**config.mk**
```make
export PLATFORM = sky130hd
export DESIGN_NAME = abbc_top
export DESIGN_NICKNAME = d
export VERILOG_FILES = /design/src/design/abbc_pkg.sv /design/src/design/abbc_gp_pin.sv /design/src/design/abbc_top.sv
export SDC_FILE = /design/constraint.sdc
export NUM_CORES = 1
export LEC_CHECK = 0
export BUFFER_PORTS_ARGS = -buffer_cell sky130_fd_sc_hd__buf_4
export CAP_MARGIN = 5
export CORE_MARGIN = 2
export CORE_UTILIZATION = 59
export DETAILED_ROUTE_END_ITERATION = 8
export GPL_TIMING_DRIVEN = 0
export PLACE_DENSITY_LB_ADDON = 0.25
export SYNTH_ARGS = -nofsm -noshare
export SYNTH_HDL_FRONTEND = slang
export SYNTH_SLANG_ARGS = --single-unit
```
**constraint.sdc**
```tcl
create_clock -name clock -period 1.7 [get_ports clock]
set_clock_uncertainty 0.05 [all_clocks]
set_input_delay 0.085 -clock clock [delete_from_list [all_inputs] [get_ports clock]]
set_output_delay 0.085 -clock clock [all_outputs]
set_load 0.1 [all_outputs]
```
**src/design/abbc_pkg.sv**
```systemverilog
// Constants shared by the bus buffer controller
package abbc_pkg;
    localparam int        ADDR_CODE_W   = 5;
    localparam logic [1:0] ADDR_MSB_FIXED = 2'h3;
    localparam int        CMD_COUNT     = 4;
    // Configuration register indices
    localparam logic [1:0] REG_GP_MODE  = 2'h0;
    localparam logic [1:0] REG_GP_OUT   = 2'h1;
    localparam logic [1:0] REG_CTRL     = 2'h2;
    localparam logic [1:0] REG_STATUS   = 2'h3;
    // Pin mode encoding, two bits per pin
    localparam logic [1:0] GP_MODE_IN   = 2'h0;
    localparam logic [1:0] GP_MODE_OD   = 2'h1;
    localparam logic [1:0] GP_MODE_PP   = 2'h2;
    // Reset values
    localparam logic [7:0] GP_MODE_RST  = 8'h05;
    localparam logic [7:0] GP_OUT_RST   = 8'h03;
    localparam logic [7:0] CTRL_RST     = 8'h00;
    // Control bit positions and bit counter limits
    localparam int        CTRL_CONNECT  = 0;
    localparam int        CTRL_ACCEL    = 1;
    localparam logic [2:0] BIT_LAST     = 3'h7;
    localparam logic [2:0] BIT_FIRST    = 3'h0;
endpackage : abbc_pkg

```
**src/design/abbc_gp_pin.sv**
```systemverilog
// One general purpose pin driver
module abbc_gp_pin
    import abbc_pkg::*;
(
    // Configuration
    input  wire logic [1:0] mode,
    input  wire logic       level,
    // Pin
    input  wire logic       pin_in,
    output logic            pin_out,
    output logic            pin_oe_n,
    // Readback
    output logic            pin_state
);
    always_comb begin
        pin_out  = level;
        pin_oe_n = 1'b1;
        unique case (mode)
            GP_MODE_OD: pin_oe_n = level;
            GP_MODE_PP: pin_oe_n = 1'b0;
            default:    pin_oe_n = 1'b1;
        endcase
    end
    assign pin_state = pin_in;
endmodule : abbc_gp_pin

```
**src/design/abbc_top.sv**
```systemverilog
// Digital controller of the addressable two-wire bus buffer
module abbc_top
    import abbc_pkg::*;
#(
    parameter bit DUAL_SUPPLY = 1'b0
)(
    // Clock and reset
    input  wire logic                   clock,
    input  wire logic                   reset_n,
    // Supervision
    input  wire logic                   connect_sense,
    input  wire logic                   undervoltage_lockout,
    input  wire logic                   card_undervoltage_lockout,
    input  wire logic [ADDR_CODE_W-1:0] address_code,
    // Backplane bus
    input  wire logic                   backplane_clock_in,
    input  wire logic                   backplane_data_in,
    output logic                        backplane_data_out,
    output logic                        backplane_data_oe_n,
    output logic                        backplane_clock_out,
    output logic                        backplane_clock_oe_n,
    // Precharge
    output logic                        precharge_backplane,
    output logic                        precharge_card,
    // Analog controls
    output logic                        connect_enable,
    output logic                        accel_enable,
    // General purpose pins
    input  wire logic                   gp_pin_one_in,
    output logic                        gp_pin_one_out,
    output logic                        gp_pin_one_oe_n,
    input  wire logic                   gp_pin_two_in,
    output logic                        gp_pin_two_out,
    output logic                        gp_pin_two_oe_n
);
    typedef enum logic [2:0] {
        ABBC_IDLE = 3'b000,
        ABBC_ADDR = 3'b001,
        ABBC_ACK  = 3'b010,
        ABBC_WR   = 3'b011,
        ABBC_RD   = 3'b100,
        ABBC_RACK = 3'b101,
        ABBC_SKIP = 3'b110,
        ABBC_HOLD = 3'b111
    } abbc_state_t;

    logic        rst_s1_reg, rst_s2_reg;
    logic        attach_s1_reg, attach_rst_n;
    logic        scl_d_reg, sda_d_reg;
    logic        active;
    logic        start_ev, stop_ev, scl_rise, scl_fall;
    abbc_state_t state_reg;
    logic [2:0]  bit_reg;
    logic [7:0]  shift_reg;
    logic        rw_reg, first_reg, ack_drive_reg;
    logic [1:0]  ptr_reg;
    logic [7:0]  gp_mode_reg, gp_out_reg, ctrl_reg;
    logic [7:0]  rd_byte;
    logic [6:0]  own_addr;
    logic        gp1_state, gp2_state;

    // Global reset release
    always_ff @(posedge clock or negedge reset_n) begin
        if (!reset_n) begin
            rst_s1_reg <= 1'b0;
            rst_s2_reg <= 1'b0;
        end else begin
            rst_s1_reg <= 1'b1;
            rst_s2_reg <= rst_s1_reg;
        end
    end

    // Connect low resets at once; release passes through two flops
    wire attach_async_n = rst_s2_reg & connect_sense;
    always_ff @(posedge clock or negedge attach_async_n) begin
        if (!attach_async_n) begin
            attach_s1_reg <= 1'b0;
            attach_rst_n  <= 1'b0;
        end else begin
            attach_s1_reg <= 1'b1;
            attach_rst_n  <= attach_s1_reg;
        end
    end

    assign active   = attach_rst_n & ~undervoltage_lockout;
    assign own_addr = {ADDR_MSB_FIXED, address_code};

    // Lockout freezes the pin samples so bus activity is not seen
    always_ff @(posedge clock or negedge rst_s2_reg) begin
        if (!rst_s2_reg) begin
            scl_d_reg <= 1'b1;
            sda_d_reg <= 1'b1;
        end else if (!undervoltage_lockout) begin
            scl_d_reg <= backplane_clock_in;
            sda_d_reg <= backplane_data_in;
        end
    end

    wire scl_now = undervoltage_lockout ? scl_d_reg : backplane_clock_in;
    wire sda_now = undervoltage_lockout ? sda_d_reg : backplane_data_in;
    assign start_ev = active & scl_now & scl_d_reg & sda_d_reg & ~sda_now;
    assign stop_ev  = active & scl_now & scl_d_reg & ~sda_d_reg & sda_now;
    assign scl_rise = active & scl_now & ~scl_d_reg;
    assign scl_fall = active & ~scl_now & scl_d_reg;

    // Slave state machine
    always_ff @(posedge clock or negedge attach_rst_n) begin
        if (!attach_rst_n) begin
            state_reg <= ABBC_IDLE;
            bit_reg   <= BIT_FIRST;
            shift_reg <= 8'h00;
            rw_reg    <= 1'b0;
            first_reg <= 1'b0;
            ptr_reg   <= REG_GP_MODE;
        end else if (!active || stop_ev) begin
            state_reg <= ABBC_IDLE;
        end else if (start_ev) begin
            state_reg <= ABBC_HOLD;
            bit_reg   <= BIT_FIRST;
        end else begin
            unique case (state_reg)
                ABBC_IDLE, ABBC_SKIP: begin
                end
                // The clock fall that closes a start is not a data bit
                ABBC_HOLD: begin
                    if (scl_fall) begin
                        state_reg <= ABBC_ADDR;
                    end
                end
                ABBC_ADDR, ABBC_WR: begin
                    if (scl_rise) begin
                        shift_reg <= {shift_reg[6:0], sda_now};
                    end
                    if (scl_fall) begin
                        bit_reg <= bit_reg + 3'h1;
                        if (bit_reg == BIT_LAST) begin
                            if (state_reg == ABBC_ADDR) begin
                                if (shift_reg[7:1] == own_addr) begin
                                    rw_reg    <= shift_reg[0];
                                    first_reg <= ~shift_reg[0];
                                    state_reg <= ABBC_ACK;
                                end else begin
                                    state_reg <= ABBC_SKIP;
                                end
                            end else begin
                                if (first_reg) begin
                                    ptr_reg <= shift_reg[1:0];
                                end else begin
                                    ptr_reg <= ptr_reg + 2'h1;
                                end
                                first_reg <= 1'b0;
                                state_reg <= ABBC_ACK;
                            end
                        end
                    end
                end
                ABBC_ACK: begin
                    if (scl_fall) begin
                        bit_reg   <= BIT_FIRST;
                        shift_reg <= rd_byte;
                        state_reg <= rw_reg ? ABBC_RD : ABBC_WR;
                    end
                end
                ABBC_RD: begin
                    if (scl_fall) begin
                        bit_reg   <= bit_reg + 3'h1;
                        shift_reg <= {shift_reg[6:0], 1'b0};
                        if (bit_reg == BIT_LAST) begin
                            state_reg <= ABBC_RACK;
                            ptr_reg   <= ptr_reg + 2'h1;
                        end
                    end
                end
                ABBC_RACK: begin
                    if (scl_rise && sda_now) begin
                        state_reg <= ABBC_SKIP;
                    end else if (scl_fall) begin
                        bit_reg   <= BIT_FIRST;
                        shift_reg <= rd_byte;
                        state_reg <= ABBC_RD;
                    end
                end
            endcase
        end
    end

    // Register write on the byte boundary after the command byte
    wire wr_commit = active & ~stop_ev & ~start_ev & scl_fall & (state_reg == ABBC_WR)
                     & (bit_reg == BIT_LAST) & ~first_reg;
    wire [1:0] wr_ptr = ptr_reg;
    always_ff @(posedge clock or negedge attach_rst_n) begin
        if (!attach_rst_n) begin
            gp_mode_reg <= GP_MODE_RST;
            gp_out_reg  <= GP_OUT_RST;
            ctrl_reg    <= CTRL_RST;
        end else if (wr_commit) begin
            unique case (wr_ptr)
                REG_GP_MODE: gp_mode_reg <= shift_reg;
                REG_GP_OUT:  gp_out_reg  <= shift_reg;
                REG_CTRL:    ctrl_reg    <= shift_reg;
                REG_STATUS:  ctrl_reg    <= ctrl_reg;
            endcase
        end
    end

    always_comb begin
        unique case (ptr_reg)
            REG_GP_MODE: rd_byte = gp_mode_reg;
            REG_GP_OUT:  rd_byte = gp_out_reg;
            REG_CTRL:    rd_byte = ctrl_reg;
            REG_STATUS:  rd_byte = {6'h00, gp2_state, gp1_state};
        endcase
    end

    // Data driver only for acknowledge and read zeros
    // Master acknowledge slots stay undriven: ACK is entered only for our own acknowledge
    always_ff @(posedge clock or negedge attach_rst_n) begin
        if (!attach_rst_n) begin
            ack_drive_reg <= 1'b0;
        end else begin
            ack_drive_reg <= active & ((state_reg == ABBC_ACK)
                             | ((state_reg == ABBC_RD) & ~shift_reg[7]));
        end
    end
    assign backplane_data_out   = 1'b0;
    assign backplane_data_oe_n  = ~(ack_drive_reg & active);
    assign backplane_clock_out  = 1'b0;
    assign backplane_clock_oe_n = 1'b1;

    // Precharge follows the lockout flags
    assign precharge_backplane = undervoltage_lockout;
    assign precharge_card = DUAL_SUPPLY ? card_undervoltage_lockout
                                        : undervoltage_lockout;

    assign connect_enable = ctrl_reg[CTRL_CONNECT];
    assign accel_enable   = ctrl_reg[CTRL_ACCEL];

    abbc_gp_pin u_gp_one (
        .mode      (gp_mode_reg[1:0]),
        .level     (gp_out_reg[0]),
        .pin_in    (gp_pin_one_in),
        .pin_out   (gp_pin_one_out),
        .pin_oe_n  (gp_pin_one_oe_n),
        .pin_state (gp1_state)
    );
    abbc_gp_pin u_gp_two (
        .mode      (gp_mode_reg[3:2]),
        .level     (gp_out_reg[1]),
        .pin_in    (gp_pin_two_in),
        .pin_out   (gp_pin_two_out),
        .pin_oe_n  (gp_pin_two_oe_n),
        .pin_state (gp2_state)
    );

    chk_no_clock_stretch: assert property (@(posedge clock) disable iff (!rst_s2_reg)
        backplane_clock_oe_n) else $error("Clock line driven");
    chk_quiet_detached: assert property (@(posedge clock) disable iff (!rst_s2_reg)
        !connect_sense |=> backplane_data_oe_n) else $error("Drive while disconnected");
    chk_defaults_detached: assert property (@(posedge clock) disable iff (!rst_s2_reg)
        !connect_sense |=> gp_mode_reg == GP_MODE_RST && gp_out_reg == GP_OUT_RST && ctrl_reg == CTRL_RST)
        else $error("Not default");
    chk_lockout_quiet: assert property (@(posedge clock) disable iff (!rst_s2_reg)
        undervoltage_lockout |-> backplane_data_oe_n) else $error("Drive in lockout");
    chk_precharge_main: assert property (@(posedge clock) disable iff (!rst_s2_reg)
        precharge_backplane == undervoltage_lockout) else $error("Precharge wrong");
    chk_precharge_card: assert property (@(posedge clock) disable iff (!rst_s2_reg)
        DUAL_SUPPLY || precharge_card == undervoltage_lockout) else $error("Card precharge");
    chk_precharge_dual: assert property (@(posedge clock) disable iff (!rst_s2_reg)
        !DUAL_SUPPLY || precharge_card == card_undervoltage_lockout) else $error("Card precharge dual");
    chk_idle_after_attach: assert property (@(posedge clock) disable iff (!rst_s2_reg)
        $rose(connect_sense) |-> ##1 state_reg == ABBC_IDLE) else $error("Not idle");
    chk_addr_fixed_msb: assert property (@(posedge clock) disable iff (!rst_s2_reg)
        own_addr[6:5] == ADDR_MSB_FIXED) else $error("Address top bits");
    chk_pull_reason: assert property (@(posedge clock) disable iff (!rst_s2_reg)
        !backplane_data_oe_n |-> $past(state_reg) == ABBC_ACK
                                 || ($past(state_reg) == ABBC_RD && !$past(shift_reg[7])))
        else $error("Data pulled outside ack or zero bit");
endmodule : abbc_top

```
## Yosys cells after proc, flatten, opt, wreduce, memory -nomap -nowiden

Index checks and enable logic that the tools add are counted.

| storage, ports and cells | value |
|---|---|
| RAM bits | 0 |
| memories kept | 0 |
| bits in read-only memories | 0 |
| bits of input ports | 14 |
| register bits after elaboration | 49 |
| latch bits | 0 |

| operators by class | value |
|---|---|
| shift-type cells | 0 |
| multiplexer cells | 38 |
| multipliers | 0 |
| bitwise operators | 33 |
| $add $sub $neg | 2 |
| div/mod/pow operators | 0 |
| order comparisons | 0 |
| equal/unequal tests | 32 |
| reductions and logical operators | 19 |

Operators by type and width:

| kind | count |
|---|---|
| 8-bit one-hot mux with 4 select lines | 2 |
| 3-bit 2-to-1 mux | 17 |
| 8-bit 2-to-1 mux | 4 |
| 4-bit inequality test, second input constant | 6 |
| 1-bit AND | 20 |
| 8-bit AND reduction | 2 |
| 3-bit one-hot mux with 5 select lines | 1 |
| 2-bit inequality test, second input constant | 7 |
| 3-bit == test, second input constant | 4 |
| 2-bit 2-to-1 mux | 6 |
| 1-bit inverter | 12 |
| 6-bit AND reduction | 2 |
| 3-bit one-hot mux with 3 select lines | 1 |
| 2-bit == test, second input constant | 4 |
| 4-bit nonzero test | 2 |
| 7-bit == test | 1 |
| 7-bit AND reduction | 1 |
| 7-bit nonzero test | 1 |
| 2-bit by 1-bit == test with 1-bit output, second input constant | 3 |
| 3-bit by 2-bit == test with 1-bit output, second input constant | 2 |
| 2-bit AND reduction | 3 |
| 5-bit inequality test, second input constant | 1 |
| 1-bit 2-to-1 mux | 4 |
| 1-bit one-hot mux with 2 select lines | 2 |
| other kinds (16) | 16 |

## Depth between registers and ports, before layout

Gate-level depths: netlist (run 1).

| logic depth | value |
|---|---|
| depth in word-level cells | 14 |
| mapped depth | 7 |
| gate-level depth less buffers | 6 |

## Modules after synthesis

Synthesis (run 1) repeated with hierarchy kept, for this count alone.

| unflattened totals | value |
|---|---|
| cells, all modules | 244 |
| area total of the unflattened synthesis | 2874.0 µm² |

Modules (own cells, without submodules):

| module | times used | area an instance (µm²) | sequential area each (µm²) | cells an instance |
|---|---|---|---|---|
| abbc_top | 1 | 2816.5 | 1233.7 | 236 |
| abbc_gp_pin | 2 | 28.8 | 0.0 | 4 |

## Worst setup path after synthesis (run 1)

Ideal clock, no wire load.

| path | value |
|---|---|
| path type | flip-flop to flip-flop |
| start point | register attach_rst_n |
| end point | register bit_reg[0] |
| library setup time | 125 ps |
| path slack | -1047 ps |
| arrival | 2572 ps |
| buffers on the path | 0 |
| cell stages (with the launch flop) | 5 |
| cells stage by stage | dfrtp_1 -> nand2b_1 -> nor4_2 -> a21oi_1 -> mux2_2 |

| between the ends | value |
|---|---|
| cells in the longest elaborated chain, start to end | 8 |
| elaborated cells between the ends (all ways) | 22 |
| those cells by class | eq/ne: 2; mux: 4; bitwise: 11; reduce/logical: 5 |

Ends and longest elaborated chain:

| what | line | RTL |
|---|---|---|
| from (decl) | abbc_top.sv:48 | `logic attach_s1_reg, attach_rst_n;` |
| from (signal assigned) | abbc_top.sv:81 | `attach_rst_n <= attach_s1_reg;` |
| 1-bit AND * | abbc_top.sv:85 | `assign active = attach_rst_n & ~undervoltage_lockout;` |
| parallel branches: the longest is 7 deep, another holds 4-bit AND reduction | -- |  |
| to (signal assigned) | abbc_top.sv:135 | `bit_reg <= bit_reg + 3'h1;` |
| to (signal assigned) | abbc_top.sv:166 | `bit_reg <= bit_reg + 3'h1;` |
| to (decl) | abbc_top.sv:53 | `logic [2:0] bit_reg;` |

Every way passes the cells marked *. The select of a mux whose other input is x is not followed.
A chain may end at the register's enable or synchronous reset.

## Worst setup path in the final report (run 1)

| path | value |
|---|---|
| start point | register ptr_reg[1] |
| end point | register shift_reg[1] |

| between the ends | value |
|---|---|
| cells in the longest elaborated chain, start to end | 5 |
| elaborated cells between the ends (all ways) | 8 |
| those cells by class | eq/ne: 3; mux: 4; reduce/logical: 1 |

Ends and longest elaborated chain:

| what | line | RTL |
|---|---|---|
| from (decl) | abbc_top.sv:56 | `logic [1:0] ptr_reg;` |
| from (signal assigned) | abbc_top.sv:147 | `ptr_reg <= shift_reg[1:0];` |
| from (signal assigned) | abbc_top.sv:149 | `ptr_reg <= ptr_reg + 2'h1;` |
| from (signal assigned) | abbc_top.sv:170 | `ptr_reg <= ptr_reg + 2'h1;` |
| 2-bit == test (tied with other cells) | abbc_top.sv:207 | `unique case (ptr_reg)` |
| 8-bit one-hot mux with 4 select lines * | abbc_top.sv:207 |  |
| 8-bit 2-to-1 mux * | abbc_top.sv:158, abbc_top.sv:177 |  |
| 8-bit 2-to-1 mux | abbc_top.sv:175 | `if (scl_rise && sda_now) begin` |
| 8-bit one-hot mux with 4 select lines * | abbc_top.sv:121 | `unique case (state_reg)` |
| to (signal assigned) | abbc_top.sv:160 | `shift_reg <= rd_byte;` |
| to (signal assigned) | abbc_top.sv:167 | `shift_reg <= {shift_reg[6:0], 1'b0};` |
| to (signal assigned) | abbc_top.sv:179 | `shift_reg <= rd_byte;` |
| to (decl) | abbc_top.sv:54 | `logic [7:0] shift_reg;` |

Mark *: on every way between the ends. The rest lies on a longest branch, timed or not. The select of a mux whose other input is x is not followed.

==> impl_summary.md, run 1 <==
STA
The highest achievable clock rate is 520 MHz. The number of max-slew violations in the final report was 0. After layout, the worst path uses 113% of the clock period.

Once routing completed, OpenROAD measured the worst setup slack at -0.224 ns. Setup repair after global routing could not meet its margin everywhere. Setup violations remaining at the end of the flow were counted as 35.

The number of failing hold endpoints at the final stage is 0. The smallest clock period supported by the final layout is computed as between 1.5 and 2 ns.

Worst setup path
STA classifies the critical path startpoint as a flip-flop. The sum of buffers and inverters on the critical path is 1. The endpoint class of the critical path is a flip-flop. The largest driver fanout on the critical path is 3. The cell count along the critical path is 6.

Measured in cells, the most critical reg-to-reg path has a length of 6. The largest individual stage delay along the critical path comes from the cell sky130_fd_sc_hd__dfrtp_2. The cell family contributing the most delay on the critical path is multiplexers. The setup path with the least slack is of type flip-flop to flip-flop. The arrival time of the worst setup path is 2.07 ns.

The most repeated library cell on the critical path is sky130_fd_sc_hd__mux2_4. Walking the worst path, the cells encountered are buf_6 > ha_4 > a222oi_1 > mux2i_1 > mux2_4 > mux2_4. In this design, the stage delay of the slowest critical-path cell is approximately 0.46 ns. For the worst setup path, the data required time is 1.85 ns.

Worst hold path
The path category of the worst min-delay check is input port to flip-flop. The worst hold path passes through 2 cells.

Synthesis
The dominant cell type by area after synthesis is sky130_fd_sc_hd__dfrtp_1. The proportion of synthesized flip-flops having asynchronous set or reset is 100%. Among all flip-flop cells after synthesis, the most frequent one is sky130_fd_sc_hd__dfrtp_1.

The post-synthesis sequential area ratio is between 40% and 50%. The number of distinct library cells after synthesis is 56. The synthesized design contains 49 register bits.

During synthesis, Yosys emitted a total of 0 warnings. The portion of synthesized cell area occupied by the leading cell type is 38.3%. In this run, synthesis inferred 0 flip-flops with an integrated enable.

The synthesized area per cell is between 10 and 15 µm². By area the synthesized netlist is led by sky130_fd_sc_hd__dfrtp_1, sky130_fd_sc_hd__mux2_2, sky130_fd_sc_hd__dfstp_2. Synthesis produced a netlist whose cell count is about 240. The mapped netlist covers approximately 2800 µm².

Place
The final weighted congestion of routability-driven global placement is 0.890. The total of buffers placed on input and output ports is 20. The area after detailed placement is 3140 µm².

The detailed placer's ending HPWL is 4060 µm.

Clocking
Buffers inserted during clock tree synthesis total 5. The cell sitting at the root of the clock tree is a sky130_fd_sc_hd__clkbuf_8. The clock latency reported for the late side of the worst-skew pair is a little over 0.3 ns. The total clock sinks is ~50. The maximum level of the CTS H-tree is 2. The clock tree from TritonCTS is done. The clock input transition at the sequential cells of the worst setup and hold paths is 0.09 ns. The longest clock path from root to sink contains 2 buffers.

Floorplanning
For this configuration, the core starts out at a cell density of between 60% and 70%. 26 I/O pins were placed. From left edge to right edge, the die measures 73.0 µm. The core box area is about 4700 µm². In this run the core area contains 25 standard-cell rows.

The die covers between 5000 and 6000 µm². The die is around 73 µm tall.

Job
Max-cap violations in this run came to 0.

Detailed routing
Across all layers, the routed design uses between 2000 and 2500 vias. Dividing the detail-routed via count by the number of cells gives 6.32. The final routed DRC violation total is 0. Wires add up to between 7000 and 8000 µm. The count of TritonRoute iterations in the first routing pass is 4. The first-iteration detailed-routing DRC count is approximately 250.

Once detail routing completed, the nets flagged for antenna violations numbered 0. The final routed wire length divided by cell count is 19.8 µm.

Run status
The flow ran to the end, but the final reports show violations. The final reports fail on setup timing.

Global routing
The first global-routing pass estimated approximately 11000 µm of wire. The global router's overall resource usage is 27.4%. The via count of the first global-routing pass was 2121.

The pin count of the biggest net entering global routing is 24. The total congestion overflow after global routing is 0. The number of antenna violations at the first check in global routing was 0.

Finish
Compared with the post-synthesis result, the final layout area differs by 30.4%. The number of filler instances in the final layout is roughly 270. The number of nets in the finished design is between 300 and 400. The top cell types in the final layout, fill and taps aside, are sky130_fd_sc_hd__buf_4, sky130_fd_sc_hd__dfrtp_1, sky130_fd_sc_hd__mux2_2. The share of cells above drive strength 1 is between 50% and 60%. The most common cell after layout, fill and taps aside is sky130_fd_sc_hd__buf_4.

The area of all placed cells without fillers is between 3000 and 4000 µm². The antenna diode instance count is 0.

Power
Summed over all cells, the static leakage comes to 1.65 nW. VDD sags by at most between 0.0006 and 0.0007 V. The power after layout is between 2 and 2.5 mW. The ratio of total power to cell area is between 500 and 600 nW/µm².
final cells by class:
type	count	area, µm²	share of cell area [%]
multi-input cells	177	1740	47.4
flip-flops and latches	49	1250	34.0
repair buffers	47	413	11.3
plain buffers	12	90.1	2.46
clock buffers	7	76.3	2.08
well taps	54	67.6	1.84
inverters	7	26.3	0.716
clock inverters	1	7.51	0.205
path summary, 6_finish.rpt:
kind	start	endpoint	slack (ns)
worst min register to register	rst_s2_reg$_DFF_PN0_	attach_rst_n$_DFF_PN0_	0.16
max in group asynchronous	attach_rst_n$_DFF_PN0_	gp_mode_reg[0]$_DFFE_PN1P_	0.98
worst max-delay path	ptr_reg[1]$_DFFE_PN0P_	shift_reg[1]$_DFFE_PN0P_	-0.22
min in group asynchronous	reset_n	rst_s1_reg$_DFF_PN0_	0.04
worst min-delay path	backplane_clock_in	scl_d_reg$_DFF_PN1_	0.02
worst max register to register	ptr_reg[1]$_DFFE_PN0P_	shift_reg[1]$_DFFE_PN0P_	-0.22
what timing repair did:
action                                  4_1_cts  5_1_grt
hold buffers                                  2        0
hold endpoints to repair                      4        0
pin swaps                                     7       10
endpoints found under the setup margin       43       42
setup buffers                                17        8
gates resized for setup                      38       18
logic make-up (layout without fill, tap and decap cells):
group                    after synthesis  after routing  share of synthesized area (%)
other                                  2              5                          0.267
AO/OA/AOI/OAI                         47             47                           12.1
XOR/XNOR                               5              5                           1.56
buffers and inverters                 21             74                           3.83
flip-flops                            49             49                           43.9
multiplexers                          47             47                           18.9
adder cells (fa/ha/maj)                7              7                           3.11
AND/OR/NAND/NOR                       66             66                           16.4
per-layer routing:
layer  GRT usage, %  wire length, µm  up-vias
met5              0                0        -
met3           3.18              392       15
met4           9.47              157        0
met2           42.4             3490       80
met1           39.9             2980     1140
li1               -                -     1004
cells in the mapped netlist, types with 3 or more instances:
library cell               instances
sky130_fd_sc_hd__dfrtp_1          43
sky130_fd_sc_hd__mux2_2           38
sky130_fd_sc_hd__nand2_1          13
sky130_fd_sc_hd__o21ai_0          10
sky130_fd_sc_hd__a21oi_1           8
sky130_fd_sc_hd__ha_1              7
sky130_fd_sc_hd__inv_1             7
sky130_fd_sc_hd__nor2_1            7
sky130_fd_sc_hd__clkbuf_1          6
sky130_fd_sc_hd__dfstp_2           6
sky130_fd_sc_hd__a22oi_1           5
sky130_fd_sc_hd__buf_4             5
sky130_fd_sc_hd__nand2b_1          5
sky130_fd_sc_hd__xnor2_1           5
sky130_fd_sc_hd__and3_1            4
sky130_fd_sc_hd__and4_1            4
sky130_fd_sc_hd__mux2i_1           4
sky130_fd_sc_hd__nand3b_1          4
sky130_fd_sc_hd__a211oi_1          3
sky130_fd_sc_hd__a21o_1            3
sky130_fd_sc_hd__a41oi_1           3
sky130_fd_sc_hd__mux2_1            3
sky130_fd_sc_hd__nand2_4           3
metrics by stage:
stage	hold slack [ns]	utilization, %	instances	setup slack (ns)	TNS, ns
2_1_floorplan	-0.261	-	247	-0.200	-5.61
6_report	0.0226	78.7	354	-0.224	-2.55
4_1_cts	0.000429	76.3	346	-0.203	-2.09
3_3_place_gp	-0.182	67.5	321	-0.493	-16.94
5_1_grt	0.0344	78.7	354	-0.260	-5.18
3_5_place_dp	-0.181	67.5	321	-0.497	-17.20
report_power, final:
part | total [mW] | switching [mW] | internal [mW]
registers | 1.20 | 0.0183 | 1.18
logic | 0.246 | 0.140 | 0.107
clock network | 0.681 | 0.389 | 0.292
Note: power is estimated with default switching activity, not from simulation.
==> run 2: changes to the inputs <==
- CORE_UTILIZATION: 59 -> 50
- SKIP_CTS_REPAIR_TIMING: unset -> 1
==> impl_summary.md, run 2 (synthesized netlist as in run 1, its figures left out) <==
Worst hold path
The path category of the worst min-delay check is input port to asynchronous set/reset pin.

Place
The final weighted congestion of routability-driven global placement is 0.811 (-8.9%). The worst slack at placement is -0.512 ns (-0.0149 ns). The total of buffers placed on input and output ports was 20 (unchanged).

The detailed placer's ending HPWL is 4040 µm (-0.39%). The placed instance count is 339 (+5.6%).

STA
The highest achievable clock rate is 521 MHz (+0.20%). The number of max-slew violations in the final report was 0 (unchanged). The final total negative setup slack was -3.82 ns (-1.26 ns). The post-route fraction of the period consumed by the critical path is 113% (-0.22 points).

The final worst-path setup slack came to -0.220 ns (+0.00378 ns). The number of failing hold endpoints at the final stage is 0 (unchanged). Setup repair after global routing could not meet its margin everywhere.

The minimum clock period is 1.92 ns (-0.00378 ns). The setup-violating endpoint count in the final report came to 37 (+5.7%).

Power
The sequential share of power is 53.1% (-3.4 points). The clock network power share is 36.1% (+4.1 points). The leakage power total is 1.65 nW (-0.29%).

The design internal power is 1.73 mW (+9.2%). The switching power was 0.539 mW (-1.6%). The share of total power in combinational logic is 10.8% (-0.8 points). The ratio of total power to cell area was 611 nW/µm² (+5.2%). The worst ir drop on vdd was 0.000476 V (-25%). The power after layout was 2.27 mW (+6.5%). The switching power as a share of total power is 23.7% (-1.9 points).

Detailed routing
The count of TritonRoute iterations in the first routing pass is 4 (unchanged). The number of vias after detailed routing is 2119 (-5.4%). The first-iteration detailed-routing DRC count is 137 (-45%). The sum of routed wire length over all layers is 6500 µm (-7.4%). The count of antenna-violating nets left after detailed routing is 0 (unchanged). The final routed DRC violation total was 0 (unchanged). The final routed wire length divided by cell count is 17.6 µm (-11%). The average via count per standard cell is 5.73 (-9.5%).

Worst setup path
The worst reg-to-reg setup slack was -0.22 ns (about the same). The signal on the critical path passes through buf_6 > or3b_4 > o21ai_4 > mux2_4 > mux2_4. The sum of buffers and inverters on the critical path came to 1 (unchanged). On the critical path, the stage with the largest delay is an instance of sky130_fd_sc_hd__dfrtp_1. The timing startpoint of the critical path is state_reg[0]$_DFFE_PN0P_. The most repeated library cell on the critical path is sky130_fd_sc_hd__mux2_4. The endpoint identified for the worst register-to-register timing path is shift_reg[4]$_DFFE_PN0P_. Grouping stages by cell kind, the critical path spends the most delay in multiplexers.

The required time reported for the critical path endpoint is 1.84 ns (about the same). The delay contributed by the slowest stage of the critical path is 0.42 ns (-0.04 ns). The endpoint class of the critical path is a flip-flop. The arrival time of the worst setup path is 2.06 ns (about the same). The startpoint identified for the worst register-to-register timing path is state_reg[0]$_DFFE_PN0P_. The category of the critical setup timing path is flip-flop to flip-flop. The depth of the worst register-to-register path is 5 (-1).

The startpoint kind of the worst setup timing path is a flip-flop. The largest driver fanout on the critical path is 8 (+5).

Finish
Leaving out fill and tap cells, the most frequent cell in the layout is sky130_fd_sc_hd__buf_4. Relative to the synthesized area, the layout overhead comes to 32.0%. The total area of multi-input combinational cells is 1750 µm² (+0.79%).

The antenna diode instance count was 0 (unchanged). The sequential cell area in the final layout is 1250 µm² (-0.10%). The share of cells above drive strength 1 is 50.7% (+0.34 points). In the layout the commonest cells are sky130_fd_sc_hd__buf_4, sky130_fd_sc_hd__dfrtp_1, sky130_fd_sc_hd__mux2_2. The number of nets in the finished design is 318 (-0.63%). The count of placed standard cells in the final layout, fillers left out is 370 (+4.5%). The number of filler instances in the final layout is 418 (+54%).

Clocking
The root buffer cell is sky130_fd_sc_hd__clkbuf_8. The maximum clock path buffer count came to 2 (unchanged). The total clock sinks is 49 (unchanged). TritonCTS built the clock tree.

The clock latency reported for the late side of the worst-skew pair is 0.30 ns (about the same). The maximum level of the CTS H-tree is 2 (unchanged). The clock input transition at the sequential cells of the worst setup and hold paths is 0.09 ns (about the same). The total CTS buffers is 5 (unchanged).

Floorplanning
The total die area came to 6240 µm² (+17%). The height of the die was 79 µm (+8.2%). The count of standard-cell rows is 27 (+8.0%). The number of top-level design ports is 26 (unchanged).

The core box area came to 5470 µm² (+17%). The starting utilization of the core area is 51.4% (-9.0 points). The horizontal die dimension is 79 µm (+8.2%).

Global routing
The wire length of the first global-routing pass is 9640 µm (-13%). The pin count of the biggest net entering global routing is 48 (+100%). The via count of the first global-routing pass is 1871 (-12%). The global router's overall resource usage is 19.9% (-7.5 points). The total congestion overflow after global routing is 0 (unchanged).

The number of antenna violations at the first check in global routing was 0 (unchanged).

Run status
The checks that failed: setup timing. The run finished, with violations left.

Job
The number of maximum-capacitance violations is 0 (unchanged).
## run 2: changes by cell type in the layout (fill, tap and decap cells not counted), sizes merged
| cell | before | now |
|---|---|---|
| buf | 53 | 51 |
| bufinv | 0 | 1 |
| clkbuf | 11 | 10 |
| clkinv | 0 | 1 |
| clkinvlp | 1 | 0 |
## run 2: worst max path at each step
stage,to,slack [ns],cells past startpoint
2_1_floorplan,ctrl_reg[0]$_DFFE_PN0P_,-0.20,4
3_3_place_gp,shift_reg[7]$_DFFE_PN0P_,-0.51,6
3_5_place_dp,ctrl_reg[0]$_DFFE_PN0P_,-0.51,4
4_1_cts,shift_reg[6]$_DFFE_PN0P_,-0.54,6
5_1_grt,shift_reg[1]$_DFFE_PN0P_,-0.29,6
6_report,shift_reg[4]$_DFFE_PN0P_,-0.22,5
## run 2: stage by stage
step	utilization [%]	hold WS [ns]	instance area (µm²)
finish	67.8	0.0382	3710
CTS	59.8	-0.506	3270
global placement	57.9	-0.182	3170
floorplan	-	-0.261	2930
global route	67.8	0.0339	3710
detailed placement	57.9	-0.182	3170
## run 2: area by class of cell
type,count,share of cell area (%)
Buffer,12,2.60
Clock buffer,6,1.95
Clock inverter,2,0.944
Inverter,7,0.775
Multi-Input combinational cell,177,47.2
Sequential cell,49,33.6
Tap cell,72,2.43
Timing Repair Buffer,45,10.5
## run 2: power by group through the flow
stage / Clock [mW] / Combinational (mW) / Sequential (mW)
2_1_floorplan: 0 / 0.130 / 1.24
3_3_place_gp: 0 / 0.169 / 1.25
3_5_place_dp: 0 / 0.172 / 1.25
4_1_cts: 0.838 / 0.172 / 1.22
5_1_grt: 0.883 / 0.263 / 1.21
6_report: 0.818 / 0.246 / 1.20
## run 2: layer usage
metal / global-route usage, % / vias to the layer above / wire length, µm
met4: 4.66 / 0 / 73
met5: 0 / - / 0
met3: 3.75 / 8 / 243
li1: - / 1003 / -
met1: 28.3 / 1056 / 2920
met2: 31.9 / 52 / 3260
## run 2: worst register-to-register path: cells and delay by family (launching register included)
family / cells / cell delay, ns
compound gates: 1 / 0.19
simple gates: 1 / 0.41
buf+inv: 1 / 0.15
flops: 1 / 0.42
mux: 2 / 0.59
==> run 3: changes to the inputs <==
- PLACE_DENSITY_LB_ADDON: 0.25 -> 0.08
- clock period: 1.7 -> 1.8 ns (I/O delays scaled with it)
==> impl_summary.md, run 3 (synthesized netlist as in run 1, its figures left out) <==
Run status
The run finished, with violations left. The final reports fail on setup timing.

Finish
The total area of multi-input combinational cells came to 1680 µm² (-4.0%). The antenna diode instance count is 0 (unchanged). The final core utilization came to 65.9% (-1.9 points).

The area of all placed cells without fillers is 3610 µm² (-2.9%). The sequential cell area in the final layout came to 1240 µm² (-0.30%). The share of cells above drive strength 1 is 47.6% (-3.0 points).

The area growth from synthesis to layout is 28.2%. The library cell used most frequently in the layout, excluding fill and tap cells, is sky130_fd_sc_hd__dfrtp_1. The number of filler instances in the final layout is 442 (+5.7%). The count of placed standard cells in the final layout, fillers left out was 368 (-0.54%).

In the layout the commonest cells are sky130_fd_sc_hd__dfrtp_1, sky130_fd_sc_hd__buf_4, sky130_fd_sc_hd__mux2_2. The number of nets in the finished design was 316 (-0.63%).

Detailed routing
The first-iteration detailed-routing DRC count is 211 (+54%). The count of TritonRoute iterations in the first routing pass was 4 (unchanged). The final routed wire length divided by cell count came to 19.1 µm (+8.6%).

The count of antenna-violating nets left after detailed routing is 0 (unchanged). The average via count per standard cell is 5.82 (+1.7%). The final routed DRC violation total is 0 (unchanged). The sum of routed wire length over all layers is 7020 µm (+8.0%). The number of vias after detailed routing is 2143 (+1.1%).

STA
The number of failing hold endpoints at the final stage was 0 (unchanged). The number of max-slew violations in the final report is 0 (unchanged). The post-route fraction of the period consumed by the critical path is 107% (-6.1 points).

Setup repair after global routing could not meet its margin everywhere. The setup-violating endpoint count in the final report is 8 (-78%). The worst hold slack after final layout is 0.0205 ns (-0.0176 ns).

The final worst-path setup slack was -0.122 ns (+0.0977 ns). The minimum clock period is 1.92 ns (+0.00226 ns). The final total negative setup slack came to -0.894 ns (+2.92 ns).

The highest achievable clock rate is 520 MHz (-0.12%).

Clocking
The clock latency reported for the late side of the worst-skew pair is 0.30 ns (about the same). The maximum level of the CTS H-tree is 2 (unchanged). The total clock sinks is 49 (unchanged). CTS placed an instance of sky130_fd_sc_hd__clkbuf_8 at the clock tree root.

The clock tree from TritonCTS is done. The total CTS buffers is 5 (unchanged). The clock input transition at the sequential cells of the worst setup and hold paths is 0.09 ns (about the same). The maximum clock path buffer count was 2 (unchanged).

Floorplanning
The core box area is 5470 µm² (unchanged). The number of top-level design ports is 26 (unchanged). The count of standard-cell rows is 27 (unchanged). The horizontal die dimension is 79 µm (unchanged). The height of the die is 79 µm (unchanged).

The starting utilization of the core area is 51.4% (unchanged). The total die area is 6240 µm² (unchanged).

Power
The power after layout is 2.01 mW (-12%). The ratio of total power to cell area is 556 nW/µm² (-9.0%). The leakage power total is 1.61 nW (-2.1%). The worst ir drop on vdd was 0.000449 V (-5.5%).

Worst setup path
The endpoint class of the critical path is a flip-flop. The largest driver fanout on the critical path is 6 (-2). The arrival time of the worst setup path is 2.07 ns (about the same). The worst setup path is launched from a flip-flop.

The required time reported for the critical path endpoint is 1.95 ns (+0.11 ns). The worst setup path is of the flip-flop to flip-flop kind.

Place
The worst slack at placement is -0.439 ns (+0.0732 ns). The placed instance count is 339 (unchanged). The final weighted congestion of routability-driven global placement is 0.852 (+5.1%).

The area after detailed placement is 3160 µm² (-0.24%). The total of buffers placed on input and output ports was 20 (unchanged). The detailed placer's ending HPWL is 4200 µm (+4.0%).

Global routing
The pin count of the biggest net entering global routing is 48 (unchanged). The number of antenna violations at the first check in global routing is 0 (unchanged). The wire length of the first global-routing pass is 9890 µm (+2.6%). The total congestion overflow after global routing is 0 (unchanged). The via count of the first global-routing pass is 1901 (+1.6%). The global router's overall resource usage is 20.8% (+0.88 points).

Job
The number of maximum-capacitance violations is 0 (unchanged).

Worst hold path
The path category of the worst min-delay check is input port to flip-flop.
-- run 3: cell type report --
type                       instances  area share, %
timing repair buffer              43           10.7
buffer                            12           2.50
clock inverter                     2          0.382
multi-input combinational        177           46.7
tap                               72           2.50
sequential                        49           34.5
clock buffer                       6           2.01
inverter                           7          0.798
-- run 3: report_power, final --
part           internal [mW]  switching (mW)
clock                  0.278           0.372
combinational         0.0925           0.126
sequential              1.12          0.0177
-- run 3: critical path, stage by stage, from the launching register on --
cell	delay, ns
sky130_fd_sc_hd__dfrtp_1	0.41
sky130_fd_sc_hd__buf_6	0.14
sky130_fd_sc_hd__or3b_4	0.42
sky130_fd_sc_hd__o21ai_4	0.09
sky130_fd_sc_hd__buf_6	0.15
sky130_fd_sc_hd__mux2_4	0.30
sky130_fd_sc_hd__mux2_4	0.25
-- run 3: final timing paths --
check	endpoint	slack [ns]	cells past startpoint	startpoint
setup / recovery	shift_reg[2]$_DFFE_PN0P_	-0.12	6	state_reg[0]$_DFFE_PN0P_
hold / removal	scl_d_reg$_DFF_PN1_	0.02	2	backplane_clock_in
setup reg to reg	shift_reg[2]$_DFFE_PN0P_	-0.12	6	state_reg[0]$_DFFE_PN0P_
hold reg to reg	attach_rst_n$_DFF_PN0_	0.16	1	rst_s2_reg$_DFF_PN0_
max in group asynchronous	gp_mode_reg[0]$_DFFE_PN1P_	1.08	2	attach_rst_n$_DFF_PN0_
min in group asynchronous	rst_s1_reg$_DFF_PN0_	0.05	2	reset_n
-- run 3: routing by layer --
metal	part of all wire [%]	routed length (µm)	vias up	global-route usage [%]
met5	0	0	-	0
li1	-	-	998	-
met1	45	3150	1068	28.8
met4	2.5	179	0	8.97
met2	47	3330	64	32.3
met3	5.1	361	13	3.64
